$ cat src/shared/fepo_pkg.sv
// package: constants and types for the flash command sequencer
package fepo_pkg;
    // apb byte addresses
    localparam logic [7:0] ADDR_STAT = 8'h00;
    localparam logic [7:0] ADDR_IDX  = 8'h04;
    localparam logic [7:0] ADDR_DATA = 8'h08;
    // status bit positions
    localparam int STAT_CMPL = 7;
    localparam int STAT_ACC  = 5;
    localparam int STAT_PV   = 4;
    localparam int STAT_VF   = 1;
    localparam int STAT_VX   = 0;
    localparam logic [7:0] STAT_RST = 8'h80;
    // command codes
    localparam logic [7:0] CMD_OTP  = 8'h07;
    localparam logic [7:0] CMD_EALL = 8'h08;
    localparam logic [7:0] CMD_EBLK = 8'h09;
    localparam logic [7:0] CMD_ESEC = 8'h0a;
    localparam logic [7:0] CMD_UNS  = 8'h0b;
    // parameter index expected at launch
    localparam logic [2:0] IDX_OTP  = 3'h5;
    localparam logic [2:0] IDX_EALL = 3'h0;
    localparam logic [2:0] IDX_EBLK = 3'h1;
    localparam logic [2:0] IDX_ESEC = 3'h1;
    localparam logic [2:0] IDX_UNS  = 3'h0;
    localparam logic [15:0] OTP_PHR_MAX = 16'h0007;
    localparam int NPARAM = 6;
    localparam int NCMD   = 5;
    // array operations requested from the flash macro
    typedef enum logic [2:0] {
        OP_BLANK, OP_PROG, OP_ERASE_ALL, OP_ERASE_BLK, OP_ERASE_SEC
    } fepo_op_e;
    // mode-mask bit of a command code, NCMD when unknown
    function automatic logic [2:0] fepo_slot(input logic [7:0] code);
        unique case (code)
            CMD_OTP:  fepo_slot = 3'h0;
            CMD_EALL: fepo_slot = 3'h1;
            CMD_EBLK: fepo_slot = 3'h2;
            CMD_ESEC: fepo_slot = 3'h3;
            CMD_UNS:  fepo_slot = 3'h4;
            default:  fepo_slot = 3'h5;
        endcase
    endfunction
endpackage

$ cat src/shared/fepo_chk_if.sv
// interface: launch-time check inputs and results
`timescale 1ns/1ps
interface fepo_chk_if;
    logic [7:0]  cmd;
    logic [2:0]  idx;
    logic [15:0] word0;
    logic [15:0] word1;
    logic [4:0]  mode_mask;
    logic        addr_valid;
    logic        addr_is_dflash;
    logic        prot_any;
    logic        prot_block;
    logic        prot_sector;
    logic        acc_err;
    logic        pviol;
    modport seq (output cmd, idx, word0, word1, mode_mask, addr_valid,
                 addr_is_dflash, prot_any, prot_block, prot_sector,
                 input acc_err, pviol);
    modport chk (input cmd, idx, word0, word1, mode_mask, addr_valid,
                 addr_is_dflash, prot_any, prot_block, prot_sector,
                 output acc_err, pviol);
endinterface

$ cat src/rtl/fepo_seq.sv
// flash command sequencer: apb registers, launch, array control
//
// Chosen here: the register offsets and the APB interface to the registers.
`timescale 1ns/1ps
module fepo_seq #(
    parameter int AW = 23
) (
    input  wire logic                  pclk,
    input  wire logic                  presetn,
    input  wire logic                  ce,
    input  wire logic                  psel,
    input  wire logic                  penable,
    input  wire logic                  pwrite,
    input  wire logic [7:0]            paddr,
    input  wire logic [31:0]           pwdata,
    output      logic [31:0]           prdata,
    output      logic                  pready,
    output      logic                  pslverr,
    input  wire logic [fepo_pkg::NCMD-1:0] mode_mask,
    input  wire logic                  addr_valid,
    input  wire logic                  addr_is_dflash,
    input  wire logic                  prot_any,
    input  wire logic                  prot_block,
    input  wire logic                  prot_sector,
    output      logic [AW-1:0]         tgt_addr,
    output      logic                  array_req,
    output      fepo_pkg::fepo_op_e    array_op,
    output      logic [AW-1:0]         array_addr,
    output      logic [63:0]           array_wdata,
    input  wire logic                  array_ack,
    input  wire logic                  array_blank,
    input  wire logic                  array_verr,
    input  wire logic                  array_vfatal,
    output      logic                  blk0_read_invalid,
    output      logic                  sec_release
);
    import fepo_pkg::*;

    typedef enum logic [2:0] {
        ST_IDLE, ST_CHECK, ST_BLANK, ST_OP, ST_DONE
    } fepo_st_e;

    fepo_st_e    st_r;
    logic [15:0] prm_r [NPARAM];
    logic [2:0]  idx_r;
    logic [7:0]  stat_r;
    logic [31:0] prdata_r;
    logic        pslverr_r;
    logic        pready_r;
    logic [AW-1:0] tgt_r;
    logic        req_r;
    fepo_op_e    op_r;
    logic [AW-1:0] aaddr_r;
    logic [63:0] wdata_r;
    logic        blk0_r;
    logic        rel_r;
    logic [7:0]  cmd;
    logic        wr_en;
    logic        busy;
    logic        launch;
    fepo_op_e    op_nxt;
    logic [AW-1:0] addr_nxt;

    fepo_chk_if chk_if ();

    assign cmd  = prm_r[0][15:8];
    assign busy = !stat_r[STAT_CMPL];
    // writes are dropped while busy so a running erase cannot be disturbed
    assign wr_en  = ce && psel && penable && pwrite && !busy;
    assign launch = wr_en && (paddr == ADDR_STAT)
                  && pwdata[STAT_CMPL];

    // feed the checker
    assign chk_if.cmd            = cmd;
    assign chk_if.idx            = idx_r;
    assign chk_if.word0          = prm_r[0];
    assign chk_if.word1          = prm_r[1];
    assign chk_if.mode_mask      = mode_mask;
    assign chk_if.addr_valid     = addr_valid;
    assign chk_if.addr_is_dflash = addr_is_dflash;
    assign chk_if.prot_any       = prot_any;
    assign chk_if.prot_block     = prot_block;
    assign chk_if.prot_sector    = prot_sector;

    fepo_launch_chk u_chk (
        .c (chk_if.chk)
    );

    // array operation and address chosen by the command
    always_comb begin
        addr_nxt = {prm_r[0][AW-17:0], prm_r[1]};
        unique case (cmd)
            CMD_OTP:  op_nxt = OP_PROG;
            CMD_EBLK: op_nxt = OP_ERASE_BLK;
            CMD_ESEC: op_nxt = OP_ERASE_SEC;
            default:  op_nxt = OP_ERASE_ALL;
        endcase
        if (cmd == CMD_OTP) begin
            addr_nxt = {{(AW-3){1'b0}}, prm_r[1][2:0]};
        end
    end

    // parameter array and index, written over apb when idle
    always_ff @(posedge pclk or negedge presetn) begin
        if (!presetn) begin
            idx_r <= 3'h0;
            for (int i = 0; i < NPARAM; i++) begin
                prm_r[i] <= 16'h0000;
            end
        end else if (wr_en) begin
            if (paddr == ADDR_IDX) begin
                idx_r <= pwdata[2:0];
            end
            if (paddr == ADDR_DATA && idx_r < 3'(NPARAM)) begin
                prm_r[idx_r] <= pwdata[15:0];
            end
        end
    end

    // target address toward the protection and address decoders
    always_ff @(posedge pclk or negedge presetn) begin
        if (!presetn) begin
            tgt_r <= '0;
        end else if (ce) begin
            tgt_r <= {prm_r[0][AW-17:0], prm_r[1]};
        end
    end

    // apb read path and error answer, prepared in the setup cycle
    always_ff @(posedge pclk or negedge presetn) begin
        if (!presetn) begin
            prdata_r  <= 32'h0000_0000;
            pslverr_r <= 1'b0;
        end else if (ce && psel && !penable) begin
            prdata_r  <= 32'h0000_0000;
            pslverr_r <= 1'b0;
            unique case (paddr)
                ADDR_STAT: prdata_r <= {24'h000000, stat_r};
                ADDR_IDX:  prdata_r <= {29'h0, idx_r};
                ADDR_DATA: begin
                    if (idx_r < 3'(NPARAM)) begin
                        prdata_r <= {16'h0000, prm_r[idx_r]};
                    end
                end
                default:   pslverr_r <= 1'b1;
            endcase
        end
    end

    // ready is a flop, cleared at once by the reset pin and set again on the first enabled clock
    always_ff @(posedge pclk or negedge presetn) begin
        if (!presetn) begin
            pready_r <= 1'b0;
        end else if (ce) begin
            pready_r <= 1'b1;
        end
    end

    // sequencer
    always_ff @(posedge pclk or negedge presetn) begin
        if (!presetn) begin
            st_r    <= ST_IDLE;
            stat_r  <= STAT_RST;
            req_r   <= 1'b0;
            op_r    <= OP_BLANK;
            aaddr_r <= '0;
            wdata_r <= 64'h0;
            blk0_r  <= 1'b0;
            rel_r   <= 1'b0;
        end else if (ce) begin
            rel_r <= 1'b0;
            unique case (st_r)
                ST_IDLE: begin
                    // access and protection error flags are write-one-to-clear while idle
                    if (wr_en && paddr == ADDR_STAT) begin
                        if (pwdata[STAT_ACC]) stat_r[STAT_ACC] <= 1'b0;
                        if (pwdata[STAT_PV])  stat_r[STAT_PV]  <= 1'b0;
                    end
                    if (launch) begin
                        stat_r <= 8'h00;
                        st_r   <= ST_CHECK;
                    end
                end
                ST_CHECK: begin
                    stat_r[STAT_ACC] <= chk_if.acc_err;
                    stat_r[STAT_PV]  <= chk_if.pviol;
                    aaddr_r <= addr_nxt;
                    wdata_r <= {prm_r[2], prm_r[3], prm_r[4], prm_r[5]};
                    if (chk_if.acc_err || chk_if.pviol) begin
                        st_r <= ST_DONE;
                    end else if (cmd == CMD_OTP) begin
                        op_r   <= OP_BLANK;
                        req_r  <= 1'b1;
                        blk0_r <= 1'b1;
                        st_r   <= ST_BLANK;
                    end else begin
                        op_r  <= op_nxt;
                        req_r <= 1'b1;
                        st_r  <= ST_OP;
                    end
                end
                ST_BLANK: begin
                    if (array_ack) begin
                        // an all-ones phrase reads blank and may go again
                        if (array_blank) begin
                            op_r <= OP_PROG;
                            st_r <= ST_OP;
                        end else begin
                            req_r <= 1'b0;
                            stat_r[STAT_ACC] <= 1'b1;
                            st_r <= ST_DONE;
                        end
                    end
                end
                ST_OP: begin
                    if (array_ack) begin
                        req_r <= 1'b0;
                        stat_r[STAT_VF] <= array_verr;
                        stat_r[STAT_VX] <= array_vfatal;
                        if ((cmd == CMD_EALL || cmd == CMD_UNS) && !array_verr) begin
                            rel_r <= 1'b1;
                        end
                        st_r <= ST_DONE;
                    end
                end
                ST_DONE: begin
                    blk0_r <= 1'b0;
                    stat_r[STAT_CMPL] <= 1'b1;
                    st_r <= ST_IDLE;
                end
                default: st_r <= ST_IDLE;
            endcase
        end
    end

    assign prdata            = prdata_r;
    assign pready            = pready_r;
    assign pslverr           = pslverr_r;
    assign tgt_addr          = tgt_r;
    assign array_req         = req_r;
    assign array_op          = op_r;
    assign array_addr        = aaddr_r;
    assign array_wdata       = wdata_r;
    assign blk0_read_invalid = blk0_r;
    assign sec_release       = rel_r;
endmodule

$ cat src/rtl/fepo_launch_chk.sv
// launch-time parameter, mode and protection checks
`timescale 1ns/1ps
module fepo_launch_chk (
    fepo_chk_if.chk c
);
    import fepo_pkg::*;

    logic [2:0] slot;
    logic       mode_ok;
    logic       phr_mis;

    // mode table lives outside, so availability is a mask input
    assign slot    = fepo_slot(c.cmd);
    assign mode_ok = (slot < 3'h5) && c.mode_mask[slot];
    assign phr_mis = (c.word1[2:0] != 3'h0);

    // error decode per command; both flags may be raised together
    always_comb begin
        c.acc_err = 1'b1;
        c.pviol   = 1'b0;
        unique case (c.cmd)
            CMD_OTP: begin
                c.acc_err = !mode_ok || (c.idx != IDX_OTP)
                          || (c.word1 > OTP_PHR_MAX);
            end
            CMD_EALL, CMD_UNS: begin
                c.acc_err = !mode_ok || (c.idx != IDX_EALL);
                c.pviol   = c.prot_any;
            end
            CMD_EBLK: begin
                c.acc_err = !mode_ok || (c.idx != IDX_EBLK)
                          || !c.addr_valid
                          || (c.addr_is_dflash ? c.word1[0] : phr_mis);
                c.pviol   = c.prot_block;
            end
            CMD_ESEC: begin
                c.acc_err = !mode_ok || (c.idx != IDX_ESEC) || !c.addr_valid
                          || c.addr_is_dflash || phr_mis;
                c.pviol   = c.prot_sector;
            end
            default: begin
                c.acc_err = 1'b1;
            end
        endcase
    end
endmodule

$ cat config.mk
export PLATFORM = sky130hd
export DESIGN_NAME = fepo_seq
export DESIGN_NICKNAME = d
export VERILOG_FILES = /design/src/shared/fepo_pkg.sv /design/src/shared/fepo_chk_if.sv /design/src/rtl/fepo_seq.sv /design/src/rtl/fepo_launch_chk.sv
export SDC_FILE = /design/constraint.sdc
export NUM_CORES = 1
export LEC_CHECK = 0
export ABC_CLOCK_PERIOD_IN_PS = 7240
export BUFFER_PORTS_ARGS = -buffer_cell sky130_fd_sc_hd__buf_2
export CAP_MARGIN = 20
export CORE_UTILIZATION = 40
export CTS_CLUSTER_DIAMETER = 30
export CTS_CLUSTER_SIZE = 30
export DETAILED_ROUTE_END_ITERATION = 16
export PLACE_DENSITY_LB_ADDON = 0.15
export SETUP_SLACK_MARGIN = 0.05
export SLEW_MARGIN = 0
export SYNTH_ARGS = -nofsm -noshare
export SYNTH_HDL_FRONTEND = slang
export SYNTH_HIERARCHICAL = 1
export SYNTH_SLANG_ARGS = --single-unit
$ cat constraint.sdc
create_clock -name pclk -period 7.24 [get_ports pclk]
set_input_delay 1.448 -clock pclk [delete_from_list [all_inputs] [get_ports pclk]]
set_output_delay 1.448 -clock pclk [all_outputs]
set_load 0.005 [all_outputs]
# After elaboration in Yosys (flattened, before gate mapping)
# Cells that the tools add are included.
[word_totals]
wordCells = 152
regBits = 257
[classes]
magnitude_cmp = 6
reduce_logical = 49
n_bitwise = 1
mux = 51
eq_ne = 23
[ops]
columns = ["op", "n"]
rows = [
  ["96-bit bitwise mux", 1],
  ["16-bit 2-to-1 mux", 4],
  ["16-bit binary-select mux with 3-bit select", 1],
  ["16-bit demux with 3-bit select", 1],
  ["16-bit case mux with 3 select lines", 1],
  ["8-bit by 4-bit equality test with 1-bit output (second input constant)", 5],
  ["3-bit 2-to-1 mux", 9],
  ["23-bit 2-to-1 mux", 1],
  ["1-bit 2-to-1 mux", 17],
  ["8-bit by 3-bit equality test with 1-bit output (second input constant)", 2],
  ["16-bit by 3-bit > comparator with 1-bit output (second input constant)", 1],
  ["4-bit AND reduction", 4],
  ["3-bit case mux with 5 select lines", 1],
  ["2-bit != test (second input constant)", 7],
  ["3-bit != test (second input constant)", 4],
  ["3-bit case mux with 2 select lines", 2],
  ["3-bit case mux with 4 select lines", 1],
  ["6-bit AND reduction", 2],
  ["3-bit nonzero test", 4],
  ["1-bit logical AND", 11],
  ["1-bit logical OR", 10],
  ["2-bit nonzero test", 5],
  ["1-bit case mux with 3 select lines", 3],
  ["8-bit zero test", 1],
  ["22 further kinds", 32],
]

# Logic depth before layout (Yosys ltp)
[depth]
depth_word = 14
ltp_mapped = 9
ltp_nobuf = 9

# Cells and area by module
# Netlist, hierarchy kept.
[modules_own_cells]
columns = ["module", "n_inst", "area_each_um2", "cells_each"]
rows = [
  ["fepo_seq", 1, 10402.5, 748],
  ["fepo_launch_chk", 1, 235.2, 34],
]

# Least setup slack after synthesis
# No wires, ideal clock.
[synth_timing]
path_type = "input -> register"
from = "input port addr_is_dflash"
to = "register req_r, in the netlist array_req"
path_stages = 9
t_required_ns = 7.115
arrival_ns = 3.202
path_slack_ns = 3.914
setup_time_ns = 0.125
n_path_buf = 0
path_cell_list = "nor4_1 -> a21oi_1 -> a21oi_1 -> a32o_1 -> nand3_1 -> or3_1 -> a22oi_1 -> nor2b_1 -> mux2_2"
[synth_between]
elab_chain_cells = 6
[synth_rtl]
columns = ["element", "line_no", "rtl"]
rows = [
  ["start, declared", "fepo_seq.sv:21", "input wire logic addr_is_dflash,"],
  ["1-bit 2-to-1 mux / 1-bit logical OR (equally long branches)", "fepo_launch_chk.sv:33, fepo_launch_chk.sv:38", ""],
  ["1-bit logical OR, on equally long branches", "fepo_launch_chk.sv:33, fepo_launch_chk.sv:38", ""],
  ["1-bit case mux with 4 select lines *", "fepo_launch_chk.sv:21", "unique case (c.cmd)"],
  ["net chk_if.acc_err", "fepo_chk_if.sv:14", "logic acc_err;"],
  ["1-bit logical OR *", "fepo_seq.sv:189", "if (chk_if.acc_err || chk_if.pviol) begin"],
  ["2-bit != test (no line) *", "--", ""],
  ["6-bit AND reduction (no line) *", "--", ""],
  ["end signal, assigned", "fepo_seq.sv:193", "req_r <= 1'b1;"],
  ["end signal, assigned", "fepo_seq.sv:198", "req_r <= 1'b1;"],
  ["end signal, assigned", "fepo_seq.sv:209", "req_r <= 1'b0;"],
  ["end, declared", "fepo_seq.sv:51", "logic req_r;"],
]
# The timed path passes the listed nets; every way through them passes the cells marked *.
# A chain may end at the register's enable or synchronous reset.

# Final worst setup path
[layout_timing]
from = "input port ce"
to = "register prm_r[22] (netlist name)"
[layout_between]
elab_chain_cells = 5
[layout_rtl]
columns = ["element", "line_no", "rtl"]
rows = [
  ["start, declared", "fepo_seq.sv:10", "input wire logic ce,"],
  ["1-bit logical AND (4 in a row)", "fepo_seq.sv:69", "assign wr_en = ce && psel && penable && pwrite && !busy;"],
  ["2-bit AND reduction (no line)", "--", ""],
  ["end signal, assigned by index", "fepo_seq.sv:115", "prm_r[idx_r] <= pwdata[15:0];"],
  ["end, declared", "fepo_seq.sv:44", "logic [15:0] prm_r [NPARAM];"],
]
# Every way passes these cells.

==> impl_metrics.env <==
export IMPL_avgSynthCellArea_um2=13.60
export IMPL_die_h_um=165.1
export IMPL_antenna_found_initial=0
export IMPL_ys_types=59
export IMPL_ios=210
export IMPL_end_kind="flip-flop"
export IMPL_crit_slowest_cell="nor3_4"
export IMPL_drive_gt1_share_pct=48.92
export IMPL_grt_max_degree=148
export IMPL_initial_core_util_pct=40.82
export IMPL_hold_buffers=0
export IMPL_final_cell_area_um2=13570
export IMPL_post_cts_setup_buffer_count=0
export IMPL_drt_total_wl_mm=28.62
export IMPL_power_density_nw_per_um2=291.7
export IMPL_grt_setup_unrepaired="no"
export IMPL_rows=59
export IMPL_crit_chain="buf_2 -> and4_1 -> nand4_4 -> nor3_4 -> mux2_2"
export IMPL_die_area_um2=27250
export IMPL_clock_sinks=241
export IMPL_most_common_layout_cells="dfrtp_1, mux2_2, buf_2"
export IMPL_tightest_slew_ns=1.096
export IMPL_run_status="finished clean"
export IMPL_fin_nets=1036
export IMPL_via_per_inst=5.348
export IMPL_h_tree_depth=2
export IMPL_period_minus_slack_ns=3.649
export IMPL_yosys_most_used_dff="dfrtp_1"
export IMPL_cp_top_family="simple AND/OR/NAND/NOR gates"
export IMPL_p_int_uw=3015
export IMPL_setup_tns_final_ns=0
export IMPL_first_iter_violations=496
export IMPL_worstSetupPathType="input port to flip-flop"
export IMPL_yosysWarnings=6
export IMPL_pwr_share_seq_pct=35.2
export IMPL_grt_pass1_wl_mm=43.71
export IMPL_synthCells=782
export IMPL_dp_hpwl_mm=18.77
export IMPL_grt_overflow_total=0
export IMPL_cp_start_kind="input port"
export IMPL_setup_violations=0
export IMPL_numCtsBuffers=54
export IMPL_ant_nets=0
export IMPL_hold_path_class="flip-flop to flip-flop"
export IMPL_crit_path_max_incr_delay_ns=0.85
export IMPL_first_pass_iters=5
export IMPL_clkTransAtPathRegs_ns=0.04
export IMPL_layout_commonest_cell="dfrtp_1"
export IMPL_vias=7246
export IMPL_cts_tree="yes"
export IMPL_pwr_share_clk_pct=58.5
export IMPL_synth_edf_count=0
export IMPL_antenna_cells=0
export IMPL_skew_ns=0.02739
export IMPL_ys_seq_area_share_pct=56.70
export IMPL_post_cts_resized=0
export IMPL_synth_area_um2=10640
export IMPL_place_area_um2=11760
export IMPL_cp_required_ns=7.67
export IMPL_maxSlewHeadroom_pct=26.90
export IMPL_die_x_um=165.1
export IMPL_cts_root_buf="clkbuf_16"
export IMPL_vdd_drop_max_v=0.0001932
export IMPL_grt_pass1_vias=7334
export IMPL_worstSkewPairLatency_ns=0.56
export IMPL_core_area_um2=26060
export IMPL_clk_path_buf_depth=3
export IMPL_max_freq_mhz=274.1
export IMPL_place_gp_congestion=0.8567
export IMPL_power_frac_comb_pct=6.3
export IMPL_synthArstFlopShare_pct=100.0
export IMPL_switching_share_pct=23.83
export IMPL_grt_usage_pct=21.35
export IMPL_finalCritPeriodShare_pct=50.40
export IMPL_syn2layout_area_growth_pct=27.55
export IMPL_arrival_ns=4.08
export IMPL_critical_path_peak_fanout=36
export IMPL_wl_per_cell_um=21.12
export IMPL_cap_violations=0
export IMPL_p_switching_uw=943.3
export IMPL_path_buf_inv=1
export IMPL_synth_seq_cells=241
export IMPL_p_leak_uw=0.006883
export IMPL_io_buffers=177
export IMPL_slew_viol_final=0
export IMPL_drcViolationCount=0
export IMPL_hold_viol_final=0
-- power by group through the flow --
stage	combinational [uW]	sequential (uW)	clock (uW)
after floorplan	167	1400	0
after global placement	254	1410	0
after detailed placement	253	1410	0
after CTS	254	1390	2350
after global routing	276	1390	2420
final	249	1390	2320
-- per-stage QoR --
stage / setup WS (ns) / power (uW) / instances / hold slack, ns / util (%)
finish: 3.591 / 3958 / 1355 / 0.4506 / 52.07
global route: 3.409 / 4090 / 1355 / 0.4917 / 52.07
CTS: 3.464 / 3999 / 1353 / 0.4547 / 51.92
detailed placement: 2.894 / 1665 / 1253 / 0.4455 / 45.11
global placement: 2.900 / 1665 / 1253 / 0.4437 / 45.11
floorplan: 3.914 / 1564 / 797 / 0.4581 / -
-- area by class of cell --
type | instances | area, um2
Clock buffer | 76 | 1564
Clock inverter | 24 | 210.2
Fill cell | 2264 | 12490
Inverter | 9 | 33.78
Multi-Input combinational cell | 483 | 4300
Sequential cell | 241 | 6033
Tap cell | 335 | 419.2
Timing Repair Buffer | 187 | 1007
-- logic make-up (layout without fill, tap and decap cells) --
kind of cell,Yosys count,after routing,synth area share [%]
other,1,16,0.03525
and+or+nand+nor,124,124,7.575
DFF,241,241,56.70
buffers and inverters,73,296,3.517
muxes,229,229,24.52
adders and majority gates,1,1,0.09410
AOI/OAI and AO/OA,113,113,7.551
-- path summary, 6_finish.rpt --
check / cells past startpoint / from / slack, ns / to
max: 5 / ce / 3.59 / prm_r[22]
min: 1 / pready / 0.45 / pready
max reg2reg: 9 / chk_if.idx[0] / 3.98 / array_req
min reg2reg: 1 / pready / 0.45 / pready
max in group asynchronous: 2 / presetn / 5.00 / array_wdata[62]
min in group asynchronous: 1 / presetn / 0.90 / tgt_addr[17]
-- layer usage --
layer	GRT usage, %	up-vias	share of wire (%)
li1	-	3274	-
met4	6.547	0	2.0
met2	32.33	242	45
met1	30.00	3683	46
met3	5.370	47	6.5
met5	0	-	0
-- Yosys cell counts (all sizes together), types with 3 or more instances --
cell type | n | area share [%]
nor3 | 6 | 0.49
nand2b | 7 | 0.41
a21oi | 12 | 0.56
mux2 | 203 | 22
mux2i | 24 | 2.3
o21ai | 34 | 1.6
inv | 9 | 0.32
clkbuf | 23 | 0.81
a22o | 20 | 1.6
nand3b | 9 | 0.64
a211oi | 3 | 0.21
nand4 | 8 | 0.61
a22oi | 4 | 0.28
a32o | 5 | 0.47
a31oi | 4 | 0.24
a222oi | 10 | 0.94
nor2 | 16 | 0.59
o31ai | 3 | 0.21
o211ai | 7 | 0.49
dfrtp | 240 | 56
and4 | 3 | 0.25
nand3 | 11 | 0.52
buf | 41 | 2.4
nand2 | 24 | 0.85
and2 | 6 | 0.36
nor4b | 5 | 0.69
nor4 | 8 | 0.75
nor2b | 10 | 0.59
-- flip-flops by register name (all words and copies together) (netlist names) --
| name | count |
|---|---|
| array_addr | 23 |
| array_op | 3 |
| array_req | 1 |
| array_wdata | 64 |
| blk0_read_invalid | 1 |
| chk_if.idx | 3 |
| chk_if.word0 | 16 |
| chk_if.word1 | 16 |
| prdata | 16 |
| pready | 1 |
| prm_r | 64 |
| pslverr | 1 |
| sec_release | 1 |
| st_r | 3 |
| stat_r | 5 |
| tgt_addr | 23 |
No activity file was read; power rests on OpenSTA's default activity.
